File: config.mk
export PLATFORM = sky130hd
export DESIGN_NAME = uic_top
export DESIGN_NICKNAME = d
export VERILOG_FILES = /design/src/common/uic_pkg.sv /design/src/verilog/uic_irq_flag.sv /design/src/verilog/uic_ident_rom.sv /design/src/verilog/uic_top.sv
export SDC_FILE = /design/constraint.sdc
export NUM_CORES = 1
export LEC_CHECK = 0
export BUFFER_PORTS_ARGS = -buffer_cell sky130_fd_sc_hd__buf_2
export CELL_PAD_IN_SITES_DETAIL_PLACEMENT = 0
export CELL_PAD_IN_SITES_GLOBAL_PLACEMENT = 1
export CORE_MARGIN = 2
export CORE_UTILIZATION = 30
export CTS_BUF_LIST = sky130_fd_sc_hd__clkbuf_16
export DETAILED_ROUTE_END_ITERATION = 8
export MAX_ROUTING_LAYER = met4
export PLACE_DENSITY_LB_ADDON = 0.1
export SLEW_MARGIN = 5
export SYNTH_ARGS = -nofsm -noshare
export SYNTH_HDL_FRONTEND = slang
export SYNTH_HIERARCHICAL = 1
export SYNTH_SLANG_ARGS = --single-unit
export TNS_END_PERCENT = 20
File: constraint.sdc
create_clock -name pclk -period 3.4 [get_ports pclk]
set_input_delay 0.51 -clock pclk [delete_from_list [all_inputs] [get_ports pclk]]
set_output_delay 0.51 -clock pclk [all_outputs]
set_load 0.05 [all_outputs]
File: src/common/uic_pkg.sv
// Purpose: constants for the uart interrupt clear and ident register block
// Assumes: apb slave, 32-bit data, byte addresses on 12 bits
// Notes: status and mask registers mirror the clear register bit layout
package uic_pkg;
    // ==========================================================
    // address map
    localparam int unsigned ADDR_W = 12;
    localparam logic [11:0] OFS_MASK = 12'h038;
    localparam logic [11:0] OFS_RAW = 12'h03c;
    localparam logic [11:0] OFS_MASKED = 12'h040;
    localparam logic [11:0] OFS_ICR = 12'h044;
    localparam logic [11:0] OFS_ID4 = 12'hfd0;
    localparam logic [11:0] OFS_ID5 = 12'hfd4;
    localparam logic [11:0] OFS_ID6 = 12'hfd8;
    localparam logic [11:0] OFS_ID7 = 12'hfdc;
    localparam logic [11:0] OFS_ID0 = 12'hfe0;
    localparam logic [11:0] OFS_ID1 = 12'hfe4;
    // ==========================================================
    // field positions
    localparam int unsigned BIT_RT = 6;
    localparam int unsigned BIT_TX = 5;
    localparam int unsigned BIT_RX = 4;
    localparam int unsigned ID_MSB = 7;
    localparam int unsigned NSRC = 3;
    // ==========================================================
    // reset values
    localparam logic [31:0] RST_WORD = 32'h0000_0000;
    localparam logic [2:0] RST_FLAGS = 3'h0;
    localparam logic [2:0] RST_MASK = 3'h0;
    // ==========================================================
    // ident bytes, arbitrary neutral values
    localparam logic [7:0] ID_BYTE0 = 8'h5a;
    localparam logic [7:0] ID_BYTE1 = 8'h3c;
    localparam logic [7:0] ID_BYTE4 = 8'h81;
    localparam logic [7:0] ID_BYTE5 = 8'h42;
    localparam logic [7:0] ID_BYTE6 = 8'h24;
    localparam logic [7:0] ID_BYTE7 = 8'h96;
    // ==========================================================
    // apb slave phases
    typedef enum logic [1:0] {
        UIC_IDLE = 2'b01,
        UIC_ACK = 2'b10
    } uic_phase_type;
endpackage : uic_pkg

File: src/verilog/uic_irq_flag.sv
// Purpose: one sticky interrupt source flag
// Assumes: set and clear are single-cycle strobes
// Notes: set wins over clear in the same cycle
`timescale 1ns/1ps
`default_nettype none
module uic_irq_flag
    import uic_pkg::*;
(
    input wire logic pclk,
    input wire logic presetn,
    input wire logic set_i,
    input wire logic clr_i,
    output logic flag_q
);
    // ==========================================================
    // sticky flag
    always_ff @(posedge pclk or negedge presetn)
    begin
        if (!presetn)
        begin
            flag_q <= 1'b0;
        end
        else if (set_i)
        begin
            flag_q <= 1'b1;
        end
        else if (clr_i)
        begin
            flag_q <= 1'b0;
        end
    end
endmodule : uic_irq_flag
`default_nettype wire

File: src/verilog/uic_ident_rom.sv
// Purpose: hard-wired identification byte lookup
// Assumes: byte address decoded on 12 bits
// Notes: pure constants, nothing writable
`timescale 1ns/1ps
`default_nettype none
module uic_ident_rom
    import uic_pkg::*;
#(
    parameter logic [7:0] B0 = ID_BYTE0,
    parameter logic [7:0] B1 = ID_BYTE1,
    parameter logic [7:0] B4 = ID_BYTE4,
    parameter logic [7:0] B5 = ID_BYTE5,
    parameter logic [7:0] B6 = ID_BYTE6,
    parameter logic [7:0] B7 = ID_BYTE7
)
(
    input wire logic [11:0] addr,
    output logic hit,
    output logic [31:0] word
);
    // ==========================================================
    // lookup, byte in low bits, upper bits zero
    always_comb
    begin
        hit = 1'b1;
        word = RST_WORD;
        case (addr)
            OFS_ID4: word[ID_MSB:0] = B4;
            OFS_ID5: word[ID_MSB:0] = B5;
            OFS_ID6: word[ID_MSB:0] = B6;
            OFS_ID7: word[ID_MSB:0] = B7;
            OFS_ID0: word[ID_MSB:0] = B0;
            OFS_ID1: word[ID_MSB:0] = B1;
            default: hit = 1'b0;
        endcase
    end
endmodule : uic_ident_rom
`default_nettype wire

File: src/verilog/uic_top.sv
// Purpose: uart interrupt clear register and identification registers
// Assumes: apb master, pclk 50 MHz, presetn asynchronous active low
// Notes: one wait state per access; unmapped addresses answer pslverr
//
// Local design decision: the APB interface to the registers.
`timescale 1ns/1ps
`default_nettype none
module uic_top
    import uic_pkg::*;
(
    input wire logic pclk,
    input wire logic presetn,
    input wire logic psel,
    input wire logic penable,
    input wire logic pwrite,
    input wire logic [11:0] paddr,
    input wire logic [31:0] pwdata,
    output logic [31:0] prdata,
    output logic pready,
    output logic pslverr,
    input wire logic rx_timeout_event,
    input wire logic tx_event,
    input wire logic rx_event,
    output logic irq
);
    // ==========================================================
    // declarations
    uic_phase_type phase_q;
    logic pready_q;
    logic pslverr_q;
    logic [31:0] prdata_q;
    logic irq_q;
    logic [2:0] mask_q;
    logic [2:0] flags;
    logic [2:0] set_v;
    logic [2:0] clr_v;
    logic wr_done;
    logic rd_done;
    logic icr_wr;
    logic raw_rd;
    logic id_hit;
    logic [31:0] id_word;
    logic [31:0] rd_word;
    logic addr_ok;

    assign prdata = prdata_q;
    assign pready = pready_q;
    assign pslverr = pslverr_q;
    assign irq = irq_q;

    // ==========================================================
    // apb handshake
    assign wr_done = psel && penable && pready_q && pwrite;
    assign rd_done = psel && penable && pready_q && !pwrite;

    always_ff @(posedge pclk or negedge presetn)
    begin
        if (!presetn)
        begin
            phase_q <= UIC_IDLE;
            pready_q <= 1'b0;
        end
        else
        begin
            case (phase_q)
                UIC_IDLE:
                begin
                    if (psel && penable)
                    begin
                        phase_q <= UIC_ACK;
                        pready_q <= 1'b1;
                    end
                end
                UIC_ACK:
                begin
                    phase_q <= UIC_IDLE;
                    pready_q <= 1'b0;
                end
                default:
                begin
                    phase_q <= UIC_IDLE;
                    pready_q <= 1'b0;
                end
            endcase
        end
    end

    // ==========================================================
    // identification constants
    uic_ident_rom u_rom (
        .addr(paddr),
        .hit(id_hit),
        .word(id_word)
    );

    // ==========================================================
    // read mux
    always_comb
    begin
        rd_word = RST_WORD;
        addr_ok = 1'b1;
        case (paddr)
            OFS_MASK:
            begin
                rd_word[BIT_RT] = mask_q[2];
                rd_word[BIT_TX] = mask_q[1];
                rd_word[BIT_RX] = mask_q[0];
            end
            OFS_RAW:
            begin
                rd_word[BIT_RT] = flags[2];
                rd_word[BIT_TX] = flags[1];
                rd_word[BIT_RX] = flags[0];
            end
            OFS_MASKED:
            begin
                rd_word[BIT_RT] = flags[2] & mask_q[2];
                rd_word[BIT_TX] = flags[1] & mask_q[1];
                rd_word[BIT_RX] = flags[0] & mask_q[0];
            end
            OFS_ICR: rd_word = RST_WORD;
            default:
            begin
                rd_word = id_word;
                addr_ok = id_hit;
            end
        endcase
    end

    // ==========================================================
    // read data and error answer
    always_ff @(posedge pclk or negedge presetn)
    begin
        if (!presetn)
        begin
            prdata_q <= RST_WORD;
            pslverr_q <= 1'b0;
        end
        else if (phase_q == UIC_IDLE && psel && penable)
        begin
            prdata_q <= pwrite ? RST_WORD : rd_word;
            pslverr_q <= !addr_ok;
        end
        else
        begin
            prdata_q <= RST_WORD;
            pslverr_q <= 1'b0;
        end
    end

    // ==========================================================
    // mask register
    always_ff @(posedge pclk or negedge presetn)
    begin
        if (!presetn)
        begin
            mask_q <= RST_MASK;
        end
        else if (wr_done && paddr == OFS_MASK)
        begin
            mask_q <= {pwdata[BIT_RT], pwdata[BIT_TX], pwdata[BIT_RX]};
        end
    end

    // ==========================================================
    // interrupt sources
    assign icr_wr = wr_done && paddr == OFS_ICR;
    assign raw_rd = rd_done && paddr == OFS_RAW;
    assign set_v = {rx_timeout_event, tx_event, rx_event};
    assign clr_v[2] = (icr_wr && pwdata[BIT_RT]) || raw_rd;
    assign clr_v[1] = (icr_wr && pwdata[BIT_TX]) || raw_rd;
    assign clr_v[0] = (icr_wr && pwdata[BIT_RX]) || raw_rd;

    genvar gi;
    generate
        for (gi = 0; gi < NSRC; gi++)
        begin : g_src
            uic_irq_flag u_flag (
                .pclk(pclk),
                .presetn(presetn),
                .set_i(set_v[gi]),
                .clr_i(clr_v[gi]),
                .flag_q(flags[gi])
            );
        end
    endgenerate

    // ==========================================================
    // interrupt output
    always_ff @(posedge pclk or negedge presetn)
    begin
        if (!presetn)
        begin
            irq_q <= 1'b0;
        end
        else
        begin
            irq_q <= |(flags & mask_q);
        end
    end

    // ==========================================================
    // checks
    chk_rt_clear: assert property (@(posedge pclk) disable iff (!presetn)
        (icr_wr && pwdata[BIT_RT] && !rx_timeout_event) |=> !flags[2])
        else $error("rx timeout flag not cleared by write one");

    chk_rt_keep: assert property (@(posedge pclk) disable iff (!presetn)
        (icr_wr && !pwdata[BIT_RT] && flags[2]) |=> flags[2])
        else $error("rx timeout flag lost on write zero");

    chk_tx_clear: assert property (@(posedge pclk) disable iff (!presetn)
        (icr_wr && pwdata[BIT_TX] && !tx_event) |=> !flags[1])
        else $error("tx flag not cleared by write one");

    chk_tx_keep: assert property (@(posedge pclk) disable iff (!presetn)
        (icr_wr && !pwdata[BIT_TX] && flags[1]) |=> flags[1])
        else $error("tx flag lost on write zero");

    chk_rx_clear: assert property (@(posedge pclk) disable iff (!presetn)
        (icr_wr && pwdata[BIT_RX] && !rx_event) |=> !flags[0])
        else $error("rx flag not cleared by write one");

    chk_rx_keep: assert property (@(posedge pclk) disable iff (!presetn)
        (icr_wr && !pwdata[BIT_RX] && flags[0]) |=> flags[0])
        else $error("rx flag lost on write zero");

    chk_id_fixed: assert property (@(posedge pclk) disable iff (!presetn)
        (rd_done && paddr == OFS_ID0) |-> (prdata_q == {24'h000000, ID_BYTE0}))
        else $error("ident byte zero read wrong");

    chk_id_byte7: assert property (@(posedge pclk) disable iff (!presetn)
        (rd_done && paddr == OFS_ID7) |-> (prdata_q == {24'h000000, ID_BYTE7}))
        else $error("ident byte seven read wrong");

    chk_id_upper: assert property (@(posedge pclk) disable iff (!presetn)
        (rd_done && id_hit) |-> (prdata_q[31:8] == 24'h000000 && !pslverr_q))
        else $error("ident upper bits not zero");

    chk_masked_clear: assert property (@(posedge pclk) disable iff (!presetn)
        (icr_wr && (&pwdata[BIT_RT:BIT_RX]) && !(|set_v)) |=> ##1 !irq_q)
        else $error("masked interrupt survived clear");

    chk_icr_read: assert property (@(posedge pclk) disable iff (!presetn)
        (rd_done && paddr == OFS_ICR) |-> (prdata_q == 32'h0000_0000))
        else $error("clear register read not zero");

    chk_set_wins: assert property (@(posedge pclk) disable iff (!presetn)
        (icr_wr && rx_event) |=> flags[0])
        else $error("event lost during clear");

    chk_ready_gap: assert property (@(posedge pclk) disable iff (!presetn)
        (psel && !penable) ##1 (psel && penable) |-> !pready_q ##1 pready_q)
        else $error("pready not one wait state");

    chk_ready_pulse: assert property (@(posedge pclk) disable iff (!presetn)
        pready_q |=> !pready_q)
        else $error("pready held longer than one cycle");

    chk_answer_idle: assert property (@(posedge pclk) disable iff (!presetn)
        !pready_q |-> (prdata_q == 32'h0000_0000 && !pslverr_q))
        else $error("read data or error outside answer cycle");

    chk_err_ready: assert property (@(posedge pclk) disable iff (!presetn)
        pslverr_q |-> pready_q)
        else $error("pslverr without pready");

    chk_raw_clear: assert property (@(posedge pclk) disable iff (!presetn)
        (raw_rd && !(|set_v)) |=> (flags == 3'h0))
        else $error("raw status read did not clear flags");

    chk_irq_raise: assert property (@(posedge pclk) disable iff (!presetn)
        (|(flags & mask_q)) |=> irq_q)
        else $error("irq low with unmasked flag set");

    chk_irq_drop: assert property (@(posedge pclk) disable iff (!presetn)
        !(|(flags & mask_q)) |=> !irq_q)
        else $error("irq high with no unmasked flag");

    chk_mask_hold: assert property (@(posedge pclk) disable iff (!presetn)
        !(wr_done && paddr == OFS_MASK) |=> $stable(mask_q))
        else $error("mask changed without a mask write");

    cov_icr_write: cover property (@(posedge pclk) disable iff (!presetn)
        icr_wr && pwdata[BIT_RT]);
    cov_id_read: cover property (@(posedge pclk) disable iff (!presetn)
        rd_done && id_hit);
    cov_irq_rise: cover property (@(posedge pclk) disable iff (!presetn)
        $rose(irq_q));
    cov_unmapped: cover property (@(posedge pclk) disable iff (!presetn)
        pready_q && pslverr_q);

    cov_set_wins: cover property (@(posedge pclk) disable iff (!presetn)
        icr_wr && rx_event);
endmodule : uic_top
`default_nettype wire

Word-level counts from Yosys, hierarchy flattened
Index checks and enable logic that the tools add are counted.
{"block": "word_totals", "regBits": 43, "latchBits": 0, "mem_bits_rw": 0, "mem_bits_ro": 0, "input_bits": 52, "output_inout_bits": 35, "memories": 0}
{"block": "op_classes", "add_sub_neg": 0, "multipliers": 0, "div": 0, "order_cmp": 0, "n_eq_ne": 12, "shift": 0, "mux": 19, "bitwise": 4, "reduce_logical": 23}
{"op": "$eq 12x12->1 const B", "count": 6}
{"op": "$mux 32", "count": 2}
{"op": "$pmux 8 s6", "count": 1}
{"op": "$eq 12x6->1 const B", "count": 2}
{"op": "$eq 12x7->1 const B", "count": 2}
{"op": "$logic_and 1x1->1", "count": 12}
{"op": "$mux 1", "count": 12}
{"op": "$pmux 3 s4", "count": 1}
{"op": "$reduce_bool 2->1", "count": 3}
{"op": "$reduce_or 6->1", "count": 1}
{"op": "$mux 2", "count": 2}
{"op": "$mux 4", "count": 1}
{"op": "$reduce_or 4->1", "count": 1}
{"op": "$and 1x1->1", "count": 3}
{"op": "$and 3x3->3", "count": 1}
{"op": "$logic_or 1x1->1", "count": 3}
{"op": "$reduce_or 3->1", "count": 1}
{"op": "$eq 2x1->1 const B", "count": 1}
{"op": "$logic_not 1->1", "count": 2}
{"op": "$ne 2x2->1 const B", "count": 1}

Longest topological paths before layout
Gate-level depths: netlist of the first run.
{"block": "logic_depth", "word_depth": 8, "depth_mapped": 6}

By module
Netlist of the first run, hierarchy kept.
{"module": "uic_top", "n_inst": 1, "cells_per_inst": 115, "area_each_um2": 1531.5}
{"module": "uic_ident_rom", "n_inst": 1, "cells_per_inst": 49, "area_each_um2": 404.1}
{"module": "uic_irq_flag", "n_inst": 3, "cells_per_inst": 3, "area_each_um2": 36.3}

Worst setup path after synthesis of the first run
OpenSTA, ideal clock, no wires.
{"block": "synth_timing", "path_kind": "in2reg", "start": "input paddr[9]", "end": "register mask_q[0]", "t_arrival_ns": 1.891, "t_required_ns": 3.275, "slack_ns": 1.384, "stages": 4, "path_cell_list": "or4_1 nor2_1 and3_1 mux2_2"}
{"block": "synth_via", "elab_chain_len": 2}
{"element": "start, declared", "line_no": "uic_top.sv:16", "rtl": "input wire logic [11:0] paddr,"}
{"element": "$eq 12x6->1", "line_no": "uic_top.sv:159", "rtl": "else if (wr_done && paddr == OFS_MASK)"}
{"element": "$logic_and 1x1->1", "line_no": "uic_top.sv:159"}
{"element": "end signal, assigned", "line_no": "uic_top.sv:161", "rtl": "mask_q <= {pwdata[BIT_RT], pwdata[BIT_TX], pwdata[BIT_RX]};"}
{"element": "end, declared", "line_no": "uic_top.sv:33", "rtl": "logic [2:0] mask_q;"}
No other way between the ends.
A chain may end at the register's enable or synchronous reset.

Worst setup path in the final report of the first run
{"block": "layout_timing", "start": "input paddr[9]", "end": "register mask_q[1]"}
The elaborated chain is that of the path after synthesis.

==> flow_metrics.tcl, run 1 <==
set metrics [dict create \
    cap_violations 0 \
    synth_edf_count 0 \
    ir_drop_mv 0.169 \
    rows 30 \
    grt.total_usage_pct 12.0 \
    setup_viol_count_final 0 \
    chipHeight_um 86.6 \
    path_cells "buf_2 -> or4_1 -> nor2_1 -> and3_1 -> mux2_2" \
    switching_power_uw 265 \
    power-per-cell-area_mw_per_mm2 491 \
    max_freq_ghz 0.503 \
    slew_violations 0 \
    coreArea_mm2 0.00668 \
    final_cell_mix "buf_2, dfrtp_1, conb_1, and2_4, and2_1" \
    post_cts_buffers 0 \
    pwr-share-comb_pct 8.7 \
    dr.pass1.iters 4 \
    worstPathRequired_ns 3.57 \
    drtIter0Drc 57 \
    area_growth_syn_to_layout_pct 21.8 \
    syn_avg_cell_area_um2 11.8 \
    finalCritPeriodShare_pct 58.4 \
    cp.arrival_ns 2.15 \
    ys_ff_latch 42 \
    overflow 0 \
    worst_pin_slew_ns 0.952 \
    p_leak_nw 1.25 \
    cts_buffers 5 \
    cts_tree "done" \
    status "complete, no violations" \
    clock-sinks 42 \
    root_buffer "clkbuf_16" \
    post-route-min-period_ns 1.99 \
    ios 87 \
    slowest_delay_ns 0.60 \
    clk_latency_ns 0.28 \
    fin_tns_setup_ns 0 \
    final_nets 284 \
    ys_seq_area_share_pct 51.5 \
    skew_ns 0.00573 \
    relSlewSlack_pct 36.5 \
    async_flop_share_pct 100 \
    ys.flop_type "dfrtp_1" \
    switching_share_pct 21.6 \
    drc 0 \
    via_count 1342 \
    hold_violations 0 \
    initial_core_util_pct 30.6 \
    num_antenna_cells 0 \
    routed_wl_um 3970 \
    synth_cell_types 41 \
    grt_max_degree 43 \
    h-tree-depth 2 \
    fin_cells 313 \
    placed_cells 305 \
    hold_path_class "input pin to async pin" \
    die_area_mm2 0.00749 \
    clockPowerShare_pct 49.5 \
    wire_per_inst_um 12.7 \
    viasPerCell 4.29 \
    end_kind "register" \
    drive_gt1_share_pct 42.9 \
    antenna_left 0 \
    clkTransAtPathRegs_ns 0.06 \
    final_core_util_pct 37.3 \
    ctsHoldBuffers 0 \
    final_common_cell "buf_2" \
    grt_pass1_wl_um 6670 \
    synth_warnings 6 \
    dieWidth_um 86.6 \
    netlist_instances 173 \
    netlist_area_mm2 0.00204 \
    grt_pass1_vias 1392 \
    gp_congestion 0.759 \
    crit_type "input pin to register" \
    critPathMaxFanout 5 \
    numPortBuffers 57 \
    post_cts_resize_count 0 \
    cp-start-kind "input pin" \
    dp_hpwl_um 2830 \
    slowest_stage "or4_1" \
    seqPwrFrac_pct 41.8 \
    p_int_uw 960 \
    rsz0062_at_grt "no" \
    clockBufferDepth 2 \
    antenna_found_initial 0 \
]
==> stage by stage <==
step / hold WS (ns) / area, µm² / total power [mW] / worst slack [ns]
3_3_place_gp: 0.519 / 2300 / 0.630 / 1.11
2_1_floorplan: 0.214 / 2130 / 0.606 / 1.38
5_1_grt: 0.396 / 2490 / 1.28 / 1.34
4_1_cts: 0.401 / 2490 / 1.25 / 1.41
6_report: 0.380 / 2490 / 1.22 / 1.41
3_5_place_dp: 0.523 / 2300 / 0.629 / 1.12
==> final cells by class <==
type / count / area, µm²
Multi-Input combinational cell: 120 / 838
Inverter: 5 / 18.8
Tap cell: 80 / 100
Fill cell: 710 / 4190
Clock buffer: 5 / 125
Sequential cell: 42 / 1050
Clock inverter: 3 / 63.8
Timing Repair Buffer: 58 / 293
==> synthesized netlist by cell type, types with 4 or more instances <==
master,count,share of area (%)
a211oi_1,4,1.5
and2_1,10,3.1
and2_2,9,3.3
and2_4,10,4.3
buf_4,24,8.8
dfrtp_1,41,50
inv_1,5,0.92
mux2_2,6,3.3
nand3_1,7,1.7
o21ai_0,6,1.5
==> final timing paths <==
check                                                   start  slack [ns]                                 end  depth (start not counted)
setup / recovery                                     paddr[9]        1.41               mask_q[1]$_DFFE_PN0P_                          5
hold / removal                                        presetn        0.38                 prdata[0]$_DFF_PN0_                          1
setup reg to reg                       phase_q[0]$_DFFE_PN1P_        1.70                 prdata[0]$_DFF_PN0_                          3
hold reg to reg            g_src[1].u_flag/flag_q$_DFFE_PN0P_        0.54  g_src[1].u_flag/flag_q$_DFFE_PN0P_                          1
max in group asynchronous                             presetn        2.43               mask_q[1]$_DFFE_PN0P_                          1
min in group pclk                                    rx_event        0.40  g_src[0].u_flag/flag_q$_DFFE_PN0P_                          2
==> power groups by stage <==
| stage | Sequential [mW] | Clock [mW] | Combinational [mW] |
|---|---|---|---|
| floorplan | 0.551 | 0 | 0.0551 |
| global placement | 0.520 | 0 | 0.109 |
| detailed placement | 0.521 | 0 | 0.109 |
| CTS | 0.512 | 0.627 | 0.109 |
| global route | 0.512 | 0.651 | 0.118 |
| finish | 0.512 | 0.606 | 0.107 |
==> layer usage <==
layer,part of all wire (%),GRT usage (%),up-vias
li1,-,-,671
met1,43,14.4,629
met2,48,18.3,37
met3,6.8,4.29,5
met4,1.6,5.11,0
met5,0,-,-
==> cell families after synthesis <==
logic type / after synthesis / share of synthesized area [%]
buffers and inverters: 34 / 11.8
other: 1 / 0.183
AND/OR/NAND/NOR: 66 / 23.7
AO/OA/AOI/OAI: 23 / 9.12
flip-flops: 42 / 51.5
XOR/XNOR: 1 / 0.428
multiplexers: 6 / 3.30
==> worst max-delay path: cells and delay by family <==
family | cells | cell delay, ns
buf+inv | 1 | 0.10
simple gates | 3 | 1.19
mux | 1 | 0.35
==> flip-flops by register name, summed over array words and instances, names as in the netlist <==
| signal | cells |
|---|---|
| pslverr | 1 |
| irq | 1 |
| g_src.u_flag/flag_q | 3 |
| phase_q | 2 |
| mask_q | 3 |
| prdata | 32 |
No activity file was read; power rests on OpenSTA's default activity.
==> run 2: changes to the inputs <==
- clock period: 3.4 -> 1.8 ns (I/O delays scaled with it)
==> run 2 against run 1 <==
Against the previous run:
- die area stayed put
- design area is 5.5% higher
- register-to-register slack worse by 1.4 ns
- core utilization is 2.1 points higher
- global-route usage is 0.47 points lower
- cell count is 5.8% higher
- sequential cell count stayed put
- largest cell class unchanged
- critical endpoint is now mask_q[2]$_DFFE_PN0P_
- non-clock buffer count is 18 higher
- count of clock-buffer cells in the layout stayed put
- total power is 90% higher
==> flow_metrics.tcl, run 2 (synthesis results as in run 1) <==
set metrics [dict create \
    status "complete, no violations" \
    final_cell_mix "buf_2, dfrtp_1, conb_1, buf_4" \
    root_buffer "clkbuf_16" \
    routed_wl_um 4060 \
    final_nets 302 \
    fin_tns_setup_ns 0 \
    ctsHoldBuffers 1 \
    worst_slack_ns 0.173 \
    min-delay-start "rx_event" \
    setup_viol_count_final 0 \
    p_total_mw 2.33 \
    switching_share_pct 21.4 \
    cp-startpoint "paddr[9]" \
    overflow 0 \
    rows 30 \
    pre_cts_ws_ns -0.0951 \
    cp.arrival_ns 1.79 \
    hold_path_class "input pin to register" \
    finalCritPeriodShare_pct 90.4 \
    post_cts_buffers 0 \
    num_antenna_cells 0 \
    coreArea_mm2 0.00668 \
    grt_pass1_vias 1359 \
    p_int_mw 1.83 \
    end_kind "register" \
    clkTransAtPathRegs_ns 0.06 \
    dieWidth_um 86.6 \
    grt_pass1_wl_um 6420 \
    dp_hpwl_um 3070 \
    cap_violations 0 \
    switching_power_uw 498 \
    wire_per_inst_um 12.3 \
    initial_core_util_pct 30.6 \
    final_core_util_pct 39.3 \
    placed_cells 322 \
    r2r_setup_slack_ns 0.33 \
    cts_buffers 5 \
    clockBufferDepth 2 \
    relSlewSlack_pct 63.6 \
    reg2reg_to "prdata[1]$_DFF_PN0_" \
    area_growth_syn_to_layout_pct 28.6 \
    die_area_mm2 0.00749 \
    hold_end "g_src[0].u_flag/flag_q$_DFFE_PN0P_" \
    antenna_left 0 \
    numPortBuffers 57 \
    critPathMaxFanout 3 \
    ir_drop_mv 0.323 \
    clockPowerShare_pct 48.9 \
    skew_ns 0.00614 \
    power-per-cell-area_mw_per_mm2 886 \
    fin_area_mm2 0.00263 \
    drc 0 \
    gp_congestion 0.755 \
    chipHeight_um 86.6 \
    final_common_cell "buf_2" \
    clock-sinks 42 \
    regToRegStartpoint "phase_q[0]$_DFFE_PN1P_" \
    cts_tree "done" \
    placed_area_mm2 0.00243 \
    clk_latency_ns 0.28 \
    post-route-min-period_ns 1.63 \
    dr.pass1.iters 4 \
    largest_register_ffs 32 \
    worstHoldPathCells 2 \
    hold_violations 0 \
    worst_pin_slew_ns 0.546 \
    post_cts_resize_count 0 \
    worstPathRequired_ns 1.96 \
    fin_cells 331 \
    drtIter0Drc 19 \
    seqPwrFrac_pct 41.5 \
    ios 87 \
    grt_max_degree 26 \
    hold_ws_ns 0.169 \
    pwr-share-comb_pct 9.6 \
    viasPerCell 4.17 \
    drive_gt1_share_pct 46.6 \
    antenna_found_initial 0 \
    p_leak_nw 1.34 \
    slew_violations 0 \
    via_count 1380 \
    max_freq_ghz 0.614 \
    nFillCells 694 \
    crit_type "input pin to register" \
    cp-start-kind "input pin" \
    r2r_cells 3 \
    grt.total_usage_pct 11.6 \
    h-tree-depth 2 \
    rsz0062_at_grt "no" \
]
[run 2: critical path, stage by stage]
cell and delay [ns]:
buf_2 0.10, or4_1 0.56, nor2_1 0.23, and3_1 0.27, mux2_2 0.35
[run 2: per-layer routing]
metal | track usage [%] | up-vias | part of all wire (%)
met3 | 3.43 | 2 | 4.7
li1 | - | 705 | -
met1 | 14.8 | 639 | 48
met4 | 3.84 | 0 | 0.84
met5 | - | - | 0
met2 | 17.6 | 34 | 46
[run 2: final cells by class]
| type | instances | area (µm²) | area share, % |
|---|---|---|---|
| Multi-Input combinational cell | 120 | 838 | 31.9 |
| Clock inverter | 3 | 63.8 | 2.43 |
| Inverter | 5 | 18.8 | 0.714 |
| Clock buffer | 5 | 125 | 4.76 |
| Timing Repair Buffer | 76 | 430 | 16.4 |
| Sequential cell | 42 | 1050 | 40.0 |
| Tap cell | 80 | 100 | 3.81 |
[run 2: worst max path at each step]
stage                                       end  slack, ns  depth (start not counted)
after floorplan           mask_q[0]$_DFFE_PN0P_       0.02                          4
after global placement    mask_q[2]$_DFFE_PN0P_      -0.11                          5
after detailed placement  mask_q[1]$_DFFE_PN0P_       -0.1                          5
after CTS                 mask_q[2]$_DFFE_PN0P_       0.19                          5
after global routing      mask_q[2]$_DFFE_PN0P_       0.12                          5
final                     mask_q[2]$_DFFE_PN0P_       0.17                          5
[run 2: power groups by stage]
| stage | logic, mW | clock network [mW] | registers, mW |
|---|---|---|---|
| 5_1_grt | 0.245 | 1.22 | 0.967 |
| 4_1_cts | 0.226 | 1.17 | 0.966 |
| 3_5_place_dp | 0.224 | 0 | 0.983 |
| 3_3_place_gp | 0.226 | 0 | 0.983 |
| 6_report | 0.223 | 1.14 | 0.966 |
| 2_1_floorplan | 0.104 | 0 | 1.04 |
==> run 3: changes to the inputs <==
- ABC_AREA: unset -> 0
- CELL_PAD_IN_SITES_DETAIL_PLACEMENT: 0 -> unset
- CELL_PAD_IN_SITES_GLOBAL_PLACEMENT: 1 -> unset
- PLACE_DENSITY_LB_ADDON: 0.1 -> unset
==> run 3 against run 2 <==
Against the previous run:
- setup slack better by 0.013 ns
- wire length is 3.9% lower
- sequential cell count stayed put
- sequential power hardly changed
- critical path depth stayed put
- core utilization is 0.84 points lower
- design area is 2.1% lower
- via count is 3.3% higher
- clock power is 26% lower
- critical endpoint is now mask_q[1]$_DFFE_PN0P_
- largest cell class unchanged
- highest routed layer unchanged
==> flow_metrics.tcl, run 3 (synthesis results as in run 1) <==
set metrics [dict create \
    status "complete, no violations" \
    die_area_mm2 0.00749 \
    overflow 0 \
    worst_slack_ns 0.185 \
    r2r_cells 3 \
    via_count 1425 \
    cap_violations 0 \
    skew_ns 0.00210 \
    grt_pass1_vias 1268 \
    final_common_cell "buf_2" \
    cp-start-kind "input pin" \
    drtIter0Drc 52 \
    crit_family "simple AND/OR/NAND/NOR gates" \
    dr.pass1.iters 7 \
    slowest_stage "or4_1" \
    gp_congestion 0.777 \
    setup_viol_count_final 0 \
    hold_violations 0 \
    slew_violations 0 \
    cp.arrival_ns 1.78 \
    p_total_mw 2.03 \
    placed_area_mm2 0.00243 \
    crit_type "input pin to register" \
    coreArea_mm2 0.00668 \
    critPathMaxFanout 3 \
    slowest_delay_ns 0.56 \
    cts_tree "done" \
    rows 30 \
    post-route-min-period_ns 1.61 \
    hold_path_class "input pin to register" \
    post_cts_resize_count 0 \
    worst_pin_slew_ns 0.516 \
    power-per-cell-area_mw_per_mm2 790 \
    grt.total_usage_pct 10.9 \
    area_growth_syn_to_layout_pct 25.8 \
    pre_cts_ws_ns -0.111 \
    chipHeight_um 86.6 \
    clockBufferDepth 2 \
    final_cell_mix "buf_2, dfrtp_1, conb_1, buf_4" \
    hold_ws_ns 0.171 \
    clk_latency_ns 0.28 \
    num_antenna_cells 0 \
    grt_pass1_wl_um 6140 \
    numPortBuffers 57 \
    relSlewSlack_pct 65.6 \
    initial_core_util_pct 30.6 \
    wire_per_inst_um 11.9 \
    p_leak_nw 1.32 \
    routed_wl_um 3900 \
    clkTransAtPathRegs_ns 0.06 \
    final_nets 299 \
    path_depth 5 \
    cts_buffers 5 \
    worstHoldPathCells 2 \
    fin_area_mm2 0.00257 \
    dieWidth_um 86.6 \
    worstPathRequired_ns 1.96 \
    path_cells "buf_2 -> or4_1 -> nor2_1 -> and3_1 -> mux2_2" \
    ios 87 \
    grt_max_degree 23 \
    rsz0062_at_grt "no" \
    finalCritPeriodShare_pct 89.7 \
    post_cts_buffers 0 \
    cp_num_buf_inv 1 \
    antenna_found_initial 0 \
    h-tree-depth 2 \
    antenna_left 0 \
    ir_drop_mv 0.278 \
    root_buffer "clkbuf_16" \
    drc 0 \
    end_kind "register" \
    largest_register_ffs 32 \
    clock-sinks 42 \
    max_freq_ghz 0.619 \
    viasPerCell 4.34 \
    drive_gt1_share_pct 45.2 \
    dp_hpwl_um 2850 \
]
[run 3: final timing paths]
kind	from	endpoint	slack (ns)
max	paddr[9]	mask_q[1]$_DFFE_PN0P_	0.19
min	rx_event	g_src[0].u_flag/flag_q$_DFFE_PN0P_	0.17
max reg2reg	phase_q[0]$_DFFE_PN1P_	prdata[1]$_DFF_PN0_	0.37
min reg2reg	g_src[2].u_flag/flag_q$_DFFE_PN0P_	g_src[2].u_flag/flag_q$_DFFE_PN0P_	0.53
max in group asynchronous	presetn	phase_q[0]$_DFFE_PN1P_	0.73
min in group asynchronous	presetn	prdata[10]$_DFF_PN0_	0.49
[run 3: area by class of cell]
type	instances	area, µm²
sequential	42	1050
clock inverter	3	11.3
tap	80	100
timing repair buffer	73	420
fill	677	4110
clock buffer	5	125
multi-input combinational	120	845
inverter	5	18.8
[run 3: timing repair]
item / CTS / global route
endpoints found under the setup margin: 0 / 0
hold buffers: 1 / 0
endpoints found under the hold margin: 20 / 0
[run 3: worst register-to-register path, delay by kind of cell, from the launching register on]
kind | cells | cell delay, ns
AND/OR/NAND/NOR | 3 | 0.86
flip-flops | 1 | 0.52
[run 3: power breakdown]
group | switching (mW) | internal, mW
Sequential | 0.00444 | 0.962
Clock | 0.342 | 0.499
Combinational | 0.146 | 0.0791
[run 3: routing by layer]
| layer | routed length [µm] | share of wire (%) | vias to the layer above | GRT usage, % |
|---|---|---|---|---|
| met2 | 1820 | 47 | 39 | 16.2 |
| met5 | 0 | 0 | - | - |
| met1 | 1830 | 47 | 678 | 14.3 |
| met3 | 199 | 5.1 | 4 | 3.14 |
| li1 | - | - | 704 | - |
| met4 | 49 | 1.3 | 0 | 3.84 |
[run 3: metrics by stage]
stage                     std cells  utilization (%)  setup TNS (ns)
final                           328             38.5               0
after global routing            328             38.5               0
after CTS                       328             38.5               0
after detailed placement        319             36.3          -0.866
after global placement          319             36.3          -0.531
after floorplan                 196                -               0
